$ cat config.mk
export PLATFORM = sky130hd
export DESIGN_NAME = dpsc_device_flat
export DESIGN_NICKNAME = d
export VERILOG_FILES = /design/src/dpsc_pkg.sv /design/src/dpsc_link_if.sv /design/src/dpsc_device.sv /design/src/dpsc_sync.sv /design/src/flat_wrapper.sv
export VERILOG_INCLUDE_DIRS = /design/src
export SDC_FILE = /design/constraint.sdc
export NUM_CORES = 1
export LEC_CHECK = 0
export BUFFER_PORTS_ARGS = -buffer_cell sky130_fd_sc_hd__buf_2
export CAP_MARGIN = 20
export CORE_UTILIZATION = 30
export DETAILED_ROUTE_END_ITERATION = 8
export SLEW_MARGIN = 15
export SYNTH_ARGS = -nofsm -noshare
export SYNTH_HDL_FRONTEND = slang
export SYNTH_HIERARCHICAL = 1
export SYNTH_SLANG_ARGS = --single-unit
$ cat constraint.sdc
create_clock -name clock -period 1.7 [get_ports clock]
set_input_delay 0.17 -clock clock [delete_from_list [all_inputs] [get_ports clock]]
set_output_delay 0.17 -clock clock [all_outputs]
set_load 0.02 [all_outputs]
$ cat src/dpsc_params.svh
// timing counts, field positions and reset values of the serial control latches
`ifndef DPSC_PARAMS_SVH
`define DPSC_PARAMS_SVH
`define DPSC_WORD_BITS 24
`define DPSC_SEL_MSB 1
`define DPSC_SEL_LSB 0
`define DPSC_SEL_IF_REF 2'h0
`define DPSC_SEL_IF_N 2'h1
`define DPSC_SEL_RF_REF 2'h2
`define DPSC_SEL_RF_N 2'h3
`define DPSC_A_LSB 2
`define DPSC_A_MSB 7
`define DPSC_B_LSB 8
`define DPSC_B_MSB 19
`define DPSC_PRESC_LSB 20
`define DPSC_PRESC_MSB 21
`define DPSC_PWRDN_BIT 22
`define DPSC_FASTLOCK_BIT 23
`define DPSC_R_LSB 2
`define DPSC_R_MSB 15
`define DPSC_PDPOL_BIT 17
`define DPSC_TRISTATE_BIT 18
`define DPSC_CP_LSB 21
`define DPSC_CP_MSB 23
`define DPSC_CP_MAX 3'h7
`define DPSC_LATCH_RESET 24'h000000
`define DPSC_SCLK_MAX_HZ 20000000
`define DPSC_CLK_HZ 10000000
// shortest half period of the generated serial clock, in clock cycles; keeps it at or below the maximum rate
`define DPSC_SCLK_HALF ((`DPSC_CLK_HZ + 2 * `DPSC_SCLK_MAX_HZ - 1) / (2 * `DPSC_SCLK_MAX_HZ))
`define DPSC_SCLK_HALF_MIN 4
`endif

$ cat src/dpsc_pkg.sv
// word type shared by both ends of the serial control link, and the host writer states
package dpsc_pkg;
  typedef logic [23:0] dpsc_word_t;
  typedef enum logic [4:0] {
    DPSC_IDLE = 5'h01,
    DPSC_LOW = 5'h02,
    DPSC_HIGH = 5'h04,
    DPSC_STROBE = 5'h08,
    DPSC_DONE = 5'h10
  } dpsc_host_state_e;
endpackage

$ cat src/dpsc_link_if.sv
// three-wire serial link between host and synthesizer control latches
interface dpsc_link_if;
  logic serial_clock;
  logic serial_data_in;
  logic latch_strobe;
  modport host (output serial_clock, output serial_data_in, output latch_strobe);
  modport device (input serial_clock, input serial_data_in, input latch_strobe);
endinterface

$ cat src/dpsc_device.sv
// synthesizer end: input shift register and the four control latches
`include "dpsc_params.svh"
module dpsc_device (
  // clock and reset
  input wire logic clock,
  input wire logic resetn,
  // serial link
  dpsc_link_if.device link,
  // IF section controls
  output logic [13:0] if_ref_count,
  output logic [5:0] if_swallow_count,
  output logic [11:0] if_main_count,
  output logic [1:0] if_prescaler_sel,
  output logic [2:0] if_pump_current,
  output logic if_pump_tristate,
  output logic if_pd_polarity,
  output logic if_powerdown,
  // RF section controls
  output logic [13:0] rf_ref_count,
  output logic [5:0] rf_swallow_count,
  output logic [11:0] rf_main_count,
  output logic [1:0] rf_prescaler_sel,
  output logic [2:0] rf_pump_current,
  output logic rf_pump_tristate,
  output logic rf_pd_polarity,
  output logic rf_powerdown,
  output logic fastlock_resistor_switch,
  // set once every latch has been written since reset
  output logic all_latches_loaded
);
  logic sclk_level;
  logic sclk_rise;
  logic strobe_level;
  logic strobe_rise;
  logic data_level;
  dpsc_pkg::dpsc_word_t shift_reg;
  dpsc_pkg::dpsc_word_t if_ref_latch;
  dpsc_pkg::dpsc_word_t if_n_latch;
  dpsc_pkg::dpsc_word_t rf_ref_latch;
  dpsc_pkg::dpsc_word_t rf_n_latch;
  logic [3:0] loaded;
  logic [1:0] sel;
  logic [3:0] load_en;

  dpsc_sync u_sclk (.clock(clock), .resetn(resetn), .async_in(link.serial_clock),
    .level(sclk_level), .rise(sclk_rise));
  dpsc_sync u_strobe (.clock(clock), .resetn(resetn), .async_in(link.latch_strobe),
    .level(strobe_level), .rise(strobe_rise));
  // data gets the same two-flop delay so it lines up with the sampled clock edge
  dpsc_sync u_data (.clock(clock), .resetn(resetn), .async_in(link.serial_data_in),
    .level(data_level), .rise());

  // new bits enter at the bottom, so the first bit ends up as the msb
  always_ff @(posedge clock or negedge resetn) begin
    if (!resetn) begin
      shift_reg <= `DPSC_LATCH_RESET;
    end else if (sclk_rise) begin
      shift_reg <= {shift_reg[`DPSC_WORD_BITS-2:0], data_level};
    end
  end

  assign sel = shift_reg[`DPSC_SEL_MSB:`DPSC_SEL_LSB];

  // one-hot load enable from the select bits; a shift and a strobe never
  // coincide on a legal link, so the strobe takes the register before this shift
  always_comb begin
    load_en = 4'h0;
    if (!strobe_rise) begin
      load_en = 4'h0;
    end else if (sel == `DPSC_SEL_IF_REF) begin
      load_en = 4'h1;
    end else if (sel == `DPSC_SEL_IF_N) begin
      load_en = 4'h2;
    end else if (sel == `DPSC_SEL_RF_REF) begin
      load_en = 4'h4;
    end else begin
      load_en = 4'h8;
    end
  end

  always_ff @(posedge clock or negedge resetn) begin
    if (!resetn) begin
      if_ref_latch <= `DPSC_LATCH_RESET;
    end else if (load_en[0]) begin
      if_ref_latch <= shift_reg;
    end
  end

  always_ff @(posedge clock or negedge resetn) begin
    if (!resetn) begin
      if_n_latch <= `DPSC_LATCH_RESET;
    end else if (load_en[1]) begin
      if_n_latch <= shift_reg;
    end
  end

  always_ff @(posedge clock or negedge resetn) begin
    if (!resetn) begin
      rf_ref_latch <= `DPSC_LATCH_RESET;
    end else if (load_en[2]) begin
      rf_ref_latch <= shift_reg;
    end
  end

  always_ff @(posedge clock or negedge resetn) begin
    if (!resetn) begin
      rf_n_latch <= `DPSC_LATCH_RESET;
    end else if (load_en[3]) begin
      rf_n_latch <= shift_reg;
    end
  end

  // sticky record of which latches have been written since reset
  always_ff @(posedge clock or negedge resetn) begin
    if (!resetn) begin
      loaded <= 4'h0;
    end else begin
      loaded <= loaded | load_en;
    end
  end

  // decoded controls are registered so every output leaves a flip-flop
  always_ff @(posedge clock or negedge resetn) begin
    if (!resetn) begin
      if_ref_count <= 14'h0000;
      if_swallow_count <= 6'h00;
      if_main_count <= 12'h000;
      if_prescaler_sel <= 2'h0;
    end else begin
      if_ref_count <= if_ref_latch[`DPSC_R_MSB:`DPSC_R_LSB];
      if_swallow_count <= if_n_latch[`DPSC_A_MSB:`DPSC_A_LSB];
      if_main_count <= if_n_latch[`DPSC_B_MSB:`DPSC_B_LSB];
      if_prescaler_sel <= if_n_latch[`DPSC_PRESC_MSB:`DPSC_PRESC_LSB];
    end
  end

  // fastlock overrides the programmed current only while its bit stays set
  always_ff @(posedge clock or negedge resetn) begin
    if (!resetn) begin
      if_pump_current <= 3'h0;
      if_pump_tristate <= 1'b0;
      if_pd_polarity <= 1'b0;
      if_powerdown <= 1'b0;
    end else begin
      if_pump_tristate <= if_ref_latch[`DPSC_TRISTATE_BIT];
      if_pd_polarity <= if_ref_latch[`DPSC_PDPOL_BIT];
      if_powerdown <= if_n_latch[`DPSC_PWRDN_BIT];
      if (if_n_latch[`DPSC_FASTLOCK_BIT]) begin
        if_pump_current <= `DPSC_CP_MAX;
      end else begin
        if_pump_current <= if_ref_latch[`DPSC_CP_MSB:`DPSC_CP_LSB];
      end
    end
  end

  always_ff @(posedge clock or negedge resetn) begin
    if (!resetn) begin
      rf_ref_count <= 14'h0000;
      rf_swallow_count <= 6'h00;
      rf_main_count <= 12'h000;
      rf_prescaler_sel <= 2'h0;
    end else begin
      rf_ref_count <= rf_ref_latch[`DPSC_R_MSB:`DPSC_R_LSB];
      rf_swallow_count <= rf_n_latch[`DPSC_A_MSB:`DPSC_A_LSB];
      rf_main_count <= rf_n_latch[`DPSC_B_MSB:`DPSC_B_LSB];
      rf_prescaler_sel <= rf_n_latch[`DPSC_PRESC_MSB:`DPSC_PRESC_LSB];
    end
  end

  // the damping resistor switch follows the same bit as the current override
  always_ff @(posedge clock or negedge resetn) begin
    if (!resetn) begin
      rf_pump_current <= 3'h0;
      rf_pump_tristate <= 1'b0;
      rf_pd_polarity <= 1'b0;
      rf_powerdown <= 1'b0;
      fastlock_resistor_switch <= 1'b0;
    end else begin
      rf_pump_tristate <= rf_ref_latch[`DPSC_TRISTATE_BIT];
      rf_pd_polarity <= rf_ref_latch[`DPSC_PDPOL_BIT];
      rf_powerdown <= rf_n_latch[`DPSC_PWRDN_BIT];
      fastlock_resistor_switch <= rf_n_latch[`DPSC_FASTLOCK_BIT];
      if (rf_n_latch[`DPSC_FASTLOCK_BIT]) begin
        rf_pump_current <= `DPSC_CP_MAX;
      end else begin
        rf_pump_current <= rf_ref_latch[`DPSC_CP_MSB:`DPSC_CP_LSB];
      end
    end
  end

  always_ff @(posedge clock or negedge resetn) begin
    if (!resetn) begin
      all_latches_loaded <= 1'b0;
    end else begin
      all_latches_loaded <= &loaded;
    end
  end
endmodule

$ cat src/dpsc_sync.sv
// two-flop synchroniser with a combinational rising-edge pulse
module dpsc_sync (
  // clock and reset
  input wire logic clock,
  input wire logic resetn,
  // asynchronous level in, synchronised level and rise out
  input wire logic async_in,
  output logic level,
  output logic rise
);
  logic meta;
  logic prev;
  always_ff @(posedge clock or negedge resetn) begin
    if (!resetn) begin
      meta <= 1'b0;
      level <= 1'b0;
    end else begin
      meta <= async_in;
      level <= meta;
    end
  end
  always_ff @(posedge clock or negedge resetn) begin
    if (!resetn) begin
      prev <= 1'b0;
    end else begin
      prev <= level;
    end
  end
  assign rise = level & ~prev;
endmodule

$ cat src/flat_wrapper.sv
// flat-port wrapper written by rule: the top's interface ports become plain ports
module dpsc_device_flat 
  (clock, resetn, if_ref_count, if_swallow_count, if_main_count, if_prescaler_sel, if_pump_current, if_pump_tristate, if_pd_polarity, if_powerdown, rf_ref_count, rf_swallow_count, rf_main_count, rf_prescaler_sel, rf_pump_current, rf_pump_tristate, rf_pd_polarity, rf_powerdown, fastlock_resistor_switch, all_latches_loaded, link_serial_clock, link_serial_data_in, link_latch_strobe);
  dpsc_link_if link_i ();
  input wire logic clock;
  input wire logic resetn;
  output logic [13:0] if_ref_count;
  output logic [5:0] if_swallow_count;
  output logic [11:0] if_main_count;
  output logic [1:0] if_prescaler_sel;
  output logic [2:0] if_pump_current;
  output logic if_pump_tristate;
  output logic if_pd_polarity;
  output logic if_powerdown;
  output logic [13:0] rf_ref_count;
  output logic [5:0] rf_swallow_count;
  output logic [11:0] rf_main_count;
  output logic [1:0] rf_prescaler_sel;
  output logic [2:0] rf_pump_current;
  output logic rf_pump_tristate;
  output logic rf_pd_polarity;
  output logic rf_powerdown;
  output logic fastlock_resistor_switch;
  output logic all_latches_loaded;
  input wire logic [$bits(link_i.serial_clock)-1:0] link_serial_clock;
  input wire logic [$bits(link_i.serial_data_in)-1:0] link_serial_data_in;
  input wire logic [$bits(link_i.latch_strobe)-1:0] link_latch_strobe;
  assign link_i.serial_clock = link_serial_clock;
  assign link_i.serial_data_in = link_serial_data_in;
  assign link_i.latch_strobe = link_latch_strobe;
  dpsc_device u_core (.clock(clock), .resetn(resetn), .link(link_i), .if_ref_count(if_ref_count), .if_swallow_count(if_swallow_count), .if_main_count(if_main_count), .if_prescaler_sel(if_prescaler_sel), .if_pump_current(if_pump_current), .if_pump_tristate(if_pump_tristate), .if_pd_polarity(if_pd_polarity), .if_powerdown(if_powerdown), .rf_ref_count(rf_ref_count), .rf_swallow_count(rf_swallow_count), .rf_main_count(rf_main_count), .rf_prescaler_sel(rf_prescaler_sel), .rf_pump_current(rf_pump_current), .rf_pump_tristate(rf_pump_tristate), .rf_pd_polarity(rf_pd_polarity), .rf_powerdown(rf_powerdown), .fastlock_resistor_switch(fastlock_resistor_switch), .all_latches_loaded(all_latches_loaded));
endmodule
; ---- Word-level counts from Yosys, hierarchy flattened
; Cells that the tools add are included.
; W data, S select, Z words.
[op_classes]
reduce_logical = 2
bitwise = 5
mux = 6
n_eq_ne = 2
[ops]
columns = op, n
row1 = $mux W4, 4
row2 = $mux W3, 2
row3 = $or A4 B4 Y4, 1
row4 = $reduce_and A4 Y1, 1
row5 = $and A1 B1 Y1, 2
row6 = $eq A2 B1 Y1 const B, 1
row7 = $eq A2 B2 Y1 const B, 1
row8 = $logic_not A2 Y1, 1
row9 = $not A1 Y1, 2
[totals]
in_bits = 5
out_inout_bits = 82
word_cells = 47
regBits = 214

; ---- Depth between registers and ports, before layout
; Gate-level depths: netlist of run 1.
[logic_depth]
word_depth = 6
depth_mapped = 4
ltp_nobuf = 3

; ---- Hierarchy
; The synthesis of run 1 kept the hierarchy.
[modules_own_cells]
columns = module, area_each_um2, cells_per_inst, seq_area_each_um2, instances
row1 = dpsc_device, 6232.2, 324, 4804.6, 1
row2 = dpsc_sync, 88.8, 4, 75.1, 3

; ---- Least setup slack after synthesis of run 1
; Ideal clock, no wire load.
[synth_path]
path_kind = flip-flop to flip-flop
start = register u_core.u_strobe.prev
end = register u_core.if_ref_latch[10]
setup_slack_ps = 273
arrival_ps = 1302
path_buffers = 1
required_ps = 1575
period_less_slack_ps = 1427
path_stages_with_launch = 5
setup_ps = 125
cell_sequence = dfrtp_1 > nor2b_4 > nor3b_2 > buf_6 > mux2_2
[synth_via]
elab_chain_len = 3
[synth_lines]
columns = element, line
row1 = start: declaration, dpsc_sync.sv:12  ; logic prev;
row2 = start signal: assignment, dpsc_sync.sv:26  ; prev <= level;
row3 = $not A1 Y1, dpsc_sync.sv:29  ; assign rise = level & ~prev;
row4 = $and A1 B1 Y1, dpsc_sync.sv:29
row5 = via u_core.strobe_rise, dpsc_device.sv:34  ; logic strobe_rise;
row6 = $mux W4, dpsc_device.sv:68  ; if (!strobe_rise) begin
row7 = end signal: assignment, dpsc_device.sv:83  ; if_ref_latch <= `DPSC_LATCH_RESET;
row8 = end signal: assignment, dpsc_device.sv:85  ; if_ref_latch <= shift_reg;
row9 = end: declaration, dpsc_device.sv:37  ; dpsc_pkg::dpsc_word_t if_ref_latch;
; The timed path passes the listed nets, and every way through them passes these cells.
; A chain may end at the register's enable or synchronous reset.

; ---- Final worst setup path of run 1
[layout_path]
start = register u_core.u_strobe.prev
end = register u_core.if_ref_latch[6]
; The elaborated chain is that of the path after synthesis.

==> run summary, run 1 <==
PwrDens: 1650 nW/µm²
clk_skew: 0.00739 ns
max reg flops: 24
area delta synth->final: 23.4%
vias: 2996
global route overflow: 0
status: complete, no violations
clock root cell: clkbuf_16
DR pass1 iterations: 4
Core Util, Final: 37.8%
TritonCTS sink count: 200
CTS buffer count: 17
TNS Setup: 0 ns
max-slew violations: 0
# hold bufs at CTS: 4
Fmax: 643 MHz
CTS max path bufs: 2
max-cap viol count: 0
synthesized area per cell: 19.3 µm²
pin count of the biggest net entering global routing: 62
clock insertion delay at the later pin of the skew report: 0.42 ns
routability cong.: 0.677
die span in x: 149 µm
leakage power: 4.11 nW
synthesized net count: 339
htree depth: 4
Tmin final: 1.56 ns
RSZ-0062 raised after global routing: no
crit path capture type: register
n_diodes: 0
cells after synthesis: 334
CP required: 2.00 ns
core area: 21100 µm²
post_cts resized: 0
Clock transition at path regs: 0.07 ns
initial antenna violation count: 0
measured slew at the worst slew-check pin: 0.509 ns
first-pass GRT wire length: 18500 µm
post-DR wirelength/cell: 15.3 µm
critical-path maximum fanout: 11
fin crit share: 91.5%
setup bufs post-CTS: 0
drc violations: 0
# setup viols final: 0
share of layout cells above drive strength 1: 53.6%
Hold WC Path Type: input port to asynchronous set/reset pin
I/O pins: 87
DP HPWL: 7170 µm
Nets: 449
starting DRC count in detailed routing: 79
via/cell ratio: 4.09
fillers: 2006
reg2reg setup slack: 0.14 ns
CTS tree: done
flip-flop and latch area: 5000 µm²
Initial Util: 30.6%
Synth warnings: 6
Die H: 149 µm
Routed Antenna Nets: 0
num rows: 53
Cell Area, Synth: 6460 µm²
crit path DAT: 1.86 ns
Final Hold Violating Endpoints: 0
max_slew headroom: 66.1%
DRT Wirelength: 11200 µm
overall routing resource usage: 11.2%
multi-input logic area: 1360 µm²
I/O Buffers: 86
Crit Path Class: register to register
vias in the first global route: 3380
crit start category: register
die area: 22100 µm²
Max rail drop VDD: 0.781 mV
==> metal layers <==
metal | GRT usage, % | share of wire [%]
met1 | 14.2 | 45
met2 | 17.6 | 49
met3 | 4.07 | 5.1
met4 | 4.13 | 1.4
met5 | 0 | 0
==> layout by cell type, fill, tap and decap left out <==
| cell type | instances |
|---|---|
| clkinv_4 | 2 |
| bufinv_16 | 3 |
| nor2b_4 | 2 |
| inv_6 | 3 |
| mux2_4 | 1 |
| inv_8 | 2 |
| clkbuf_1 | 2 |
| buf_2 | 85 |
| clkbuf_16 | 17 |
| clkbuf_8 | 4 |
| mux2_1 | 1 |
| nor3b_4 | 1 |
| dlygate4sd3_1 | 4 |
| or2_2 | 7 |
| dfrtp_1 | 200 |
| nand3b_4 | 1 |
| buf_12 | 5 |
| mux2_2 | 104 |
| nand3_4 | 1 |
| buf_4 | 7 |
| nand3b_1 | 1 |
| nand2b_1 | 3 |
| and4_1 | 1 |
==> report_power, final <==
| group | total, W | internal, W | switching [W] |
|---|---|---|---|
| registers | 0.00669 | 0.00597 | 0.000714 |
| logic | 0.00222 | 0.000988 | 0.00123 |
| clock network | 0.00422 | 0.00248 | 0.00175 |
==> metrics by stage <==
step	worst slack, ns	cell area, µm²	total power [W]	hold WS (ns)	cells
CTS	0.115	7970	0.0133	0.314	732
global placement	0.189	7300	0.00892	0.195	696
finish	0.145	7970	0.0131	0.306	732
floorplan	0.273	6460	0.00797	-0.126	334
detailed placement	0.142	7300	0.00902	0.199	696
global route	0.0657	7970	0.0138	0.341	732
==> final timing paths <==
check / from / end / depth (start not counted)
max in group asynchronous: resetn / u_core/if_ref_latch[11] / 3
hold reg to reg: u_core/u_sclk/meta / u_core/u_sclk/level / 0
setup / recovery: u_core/u_strobe/prev / u_core/if_ref_latch[6] / 4
hold / removal: resetn / u_core/if_main_count[10] / 2
min in group clock: u_core/u_sclk/meta / u_core/u_sclk/level / 0
setup reg to reg: u_core/u_strobe/prev / u_core/if_ref_latch[6] / 4
==> layout make-up <==
class	instances	share of cell area, %
sequential	200	62.8
multi-input combinational	123	17.1
timing repair buffer	102	7.93
clock buffer	22	5.95
tap	275	4.32
clock inverter	10	1.96
==> critical path: stages, from the launching register on <==
cell and delay, ns:
dfrtp_1 0.40, nor2b_4 0.21, nor3b_4 0.23, buf_4 0.24, mux2_2 0.36
No activity file was read; power rests on OpenSTA's default activity.
==> run 2, diff against run 1 <==
--- a/config.mk
+++ b/config.mk
@@ -10,6 +10,8 @@
 export CAP_MARGIN = 20
 export CORE_UTILIZATION = 30
 export DETAILED_ROUTE_END_ITERATION = 8
+export GPL_ROUTABILITY_DRIVEN = 0
+export PLACE_DENSITY = 0.58
 export SLEW_MARGIN = 15
 export SYNTH_ARGS = -nofsm -noshare
 export SYNTH_HDL_FRONTEND = slang
==> constraint.sdc (replaced) <==
create_clock -name clock -period 1.9 [get_ports clock]
set_input_delay 0.19 -clock clock [delete_from_list [all_inputs] [get_ports clock]]
set_output_delay 0.19 -clock clock [all_outputs]
set_load 0.02 [all_outputs]
==> run 2 against run 1 <==
Net effect:
- clock skew up 0.0028 ns
- flip-flop and latch count unchanged
- clock-buffer cell count down 3
- clock power down 15%
- wire length up 0.87%
- largest cell class unchanged
- largest power group unchanged
==> run summary, run 2 (synthesis gave the netlist of run 1 again) <==
reg2reg setup slack: 0.32 ns (was 0.14 ns)
Setup WS pre-CTS: 0.314 ns (was 0.142 ns)
max-slew violations: 0 (unchanged)
# hold bufs at CTS: 4 (unchanged)
Hold WC Path Type: input port to asynchronous set/reset pin (unchanged)
TNS Setup: 0 ns (unchanged)
Final Hold Violating Endpoints: 0 (unchanged)
drc violations: 0 (unchanged)
most common cell after layout, fill and taps aside: dfrtp_1 (unchanged)
clk_skew: 0.0102 ns (was 0.00739 ns)
status: complete, no violations (unchanged)
first-pass GRT wire length: 18500 µm (about the same)
worst r2r path cells: 3 (was 4)
TritonCTS sink count: 200 (unchanged)
RSZ-0062 raised after global routing: no (unchanged)
Fmax: 634 MHz (was 643 MHz)
crit path DAT: 1.88 ns (was 1.86 ns)
die span in x: 149 µm (unchanged)
# setup viols final: 0 (unchanged)
Critical R2R Launch: u_core/u_strobe/prev (unchanged)
met3 wire length: 462 µm (was 569 µm)
DR pass1 iterations: 4 (unchanged)
CTS tree: done (unchanged)
Met1 Wirelength: 5330 µm (was 5010 µm)
Clock transition at path regs: 0.07 ns (about the same)
crit path capture type: register (unchanged)
die area: 22100 µm² (unchanged)
DRT Wirelength: 11300 µm (was 11200 µm)
cell depth of the worst setup path: 3 (was 4)
CTS max path bufs: 2 (unchanged)
commonest non-fill, non-tap cells in the layout: dfrtp_1 (200), mux2_2 (104), buf_2 (85), clkbuf_16 (17), buf_4 (11) (was dfrtp_1 (200), mux2_2 (104), buf_2 (85), clkbuf_16 (17))
CP startpoint: u_core/u_strobe/prev (unchanged)
max reg flops: 24 (unchanged)
critical-path maximum fanout: 23 (was 11)
clock root cell: clkbuf_16 (unchanged)
I/O pins: 87 (unchanged)
PwrDens: 1450 nW/µm² (was 1650 nW/µm²)
Initial Util: 30.6% (unchanged)
Critical Path, Cell by Cell: nor2b_4, nand3b_4, mux2_4 (was nor2b_4, nor3b_4, buf_4, mux2_2)
max_slew headroom: 67.5% (was 66.1%)
via/cell ratio: 4.14 (was 4.09)
Max rail drop VDD: 0.756 mV (was 0.781 mV)
share of layout cells above drive strength 1: 54.3% (was 53.6%)
FF-to-FF End: u_core/if_n_latch[10] (was u_core/if_ref_latch[6])
setup bufs post-CTS: 0 (unchanged)
initial antenna violation count: 0 (unchanged)
core area: 21100 µm² (unchanged)
global route overflow: 0 (unchanged)
Tmin final: 1.58 ns (was 1.56 ns)
pin count of the biggest net entering global routing: 59 (was 62)
crit start category: register (unchanged)
Setup crit end: u_core/if_n_latch[10] (was u_core/if_ref_latch[6])
CP required: 2.20 ns (was 2.00 ns)
worst setup margin: 0.322 ns (was 0.145 ns)
vias in the first global route: 3282 (was 3380)
Crit Path Class: register to register (unchanged)
fin crit share: 83.1% (was 91.5%)
num rows: 53 (unchanged)
Critical Path Max Stage Delay: 0.44 ns (was 0.40 ns)
overall routing resource usage: 11.1% (was 11.2%)
CP Buf/Inv Count: 0 (was 1)
Routed Antenna Nets: 0 (unchanged)
post-DR wirelength/cell: 15.4 µm (was 15.3 µm)
leakage power: 4.11 nW (about the same)
clock insertion delay at the later pin of the skew report: 0.42 ns (about the same)
Top delay family on crit path: simple AND/OR/NAND/NOR gates (unchanged)
max-cap viol count: 0 (unchanged)
measured slew at the worst slew-check pin: 0.487 ns (was 0.509 ns)
Nets: 452 (was 449)
starting DRC count in detailed routing: 91 (was 79)
Slowest cell on crit path: mux2_4 (was dfrtp_1)
DP HPWL: 7390 µm (was 7170 µm)
vias: 3046 (was 2996)
area delta synth->final: 23.2% (was 23.4%)
metal2 WL: 5380 µm (was 5470 µm)
Die H: 149 µm (unchanged)
Top Metal Used: met4 (unchanged)
CTS buffer count: 17 (unchanged)
post_cts resized: 0 (unchanged)
I/O Buffers: 86 (unchanged)
htree depth: 4 (unchanged)
n_diodes: 0 (unchanged)
## run 2: cell types whose count changed in the layout (fill, tap and decap cells not counted), moves of 2 or more
cell | previous run | this run
bufinv_16 | 3 | 1
inv_8 | 2 | 5
clkbuf_1 | 2 | 0
buf_4 | 7 | 11
## run 2: final cells by class
cell class	count	area (µm²)
Timing Repair Buffer	105	642
Clock buffer	19	453
Fill cell	1974	13100
Clock inverter	13	154
Multi-Input combinational cell	123	1360
Tap cell	275	344
Sequential cell	200	5000
## run 2: power by group
group	internal [W]	leakage (nW)	switching, W
registers	0.00534	2.63	0.000660
logic	0.000884	1.18	0.00108
clock network	0.00195	0.297	0.00164
total	0.00818	4.11	0.00338
## run 2: worst min-delay path by stage
stage	cells past startpoint	to	slack [ns]	start
after floorplan	0	u_core/all_latches_loaded	-0.11	resetn
final	2	u_core/rf_main_count[10]	0.31	resetn
after global routing	2	u_core/rf_main_count[10]	0.32	resetn
after CTS	2	u_core/if_prescaler_sel[0]	0.31	resetn
after global placement	1	u_core/if_main_count[10]	0.20	resetn
after detailed placement	1	u_core/if_main_count[10]	0.20	resetn
## run 2: per-stage QoR
step	power (W)	cells	util [%]	cell area, µm²	hold WS (ns)
after floorplan	0.00713	334	-	6460	-0.106
after global placement	0.00802	699	34.7	7310	0.201
after detailed placement	0.00805	699	34.7	7310	0.205
after CTS	0.0117	735	37.7	7960	0.312
after global routing	0.0121	735	37.7	7960	0.322
final	0.0116	735	37.7	7960	0.309
## run 2: metal layers
metal,up-vias,track usage (%)
met4,0,3.83
met3,12,3.21
li1,1368,-
met5,-,0
met1,1600,15.0
met2,66,17.3
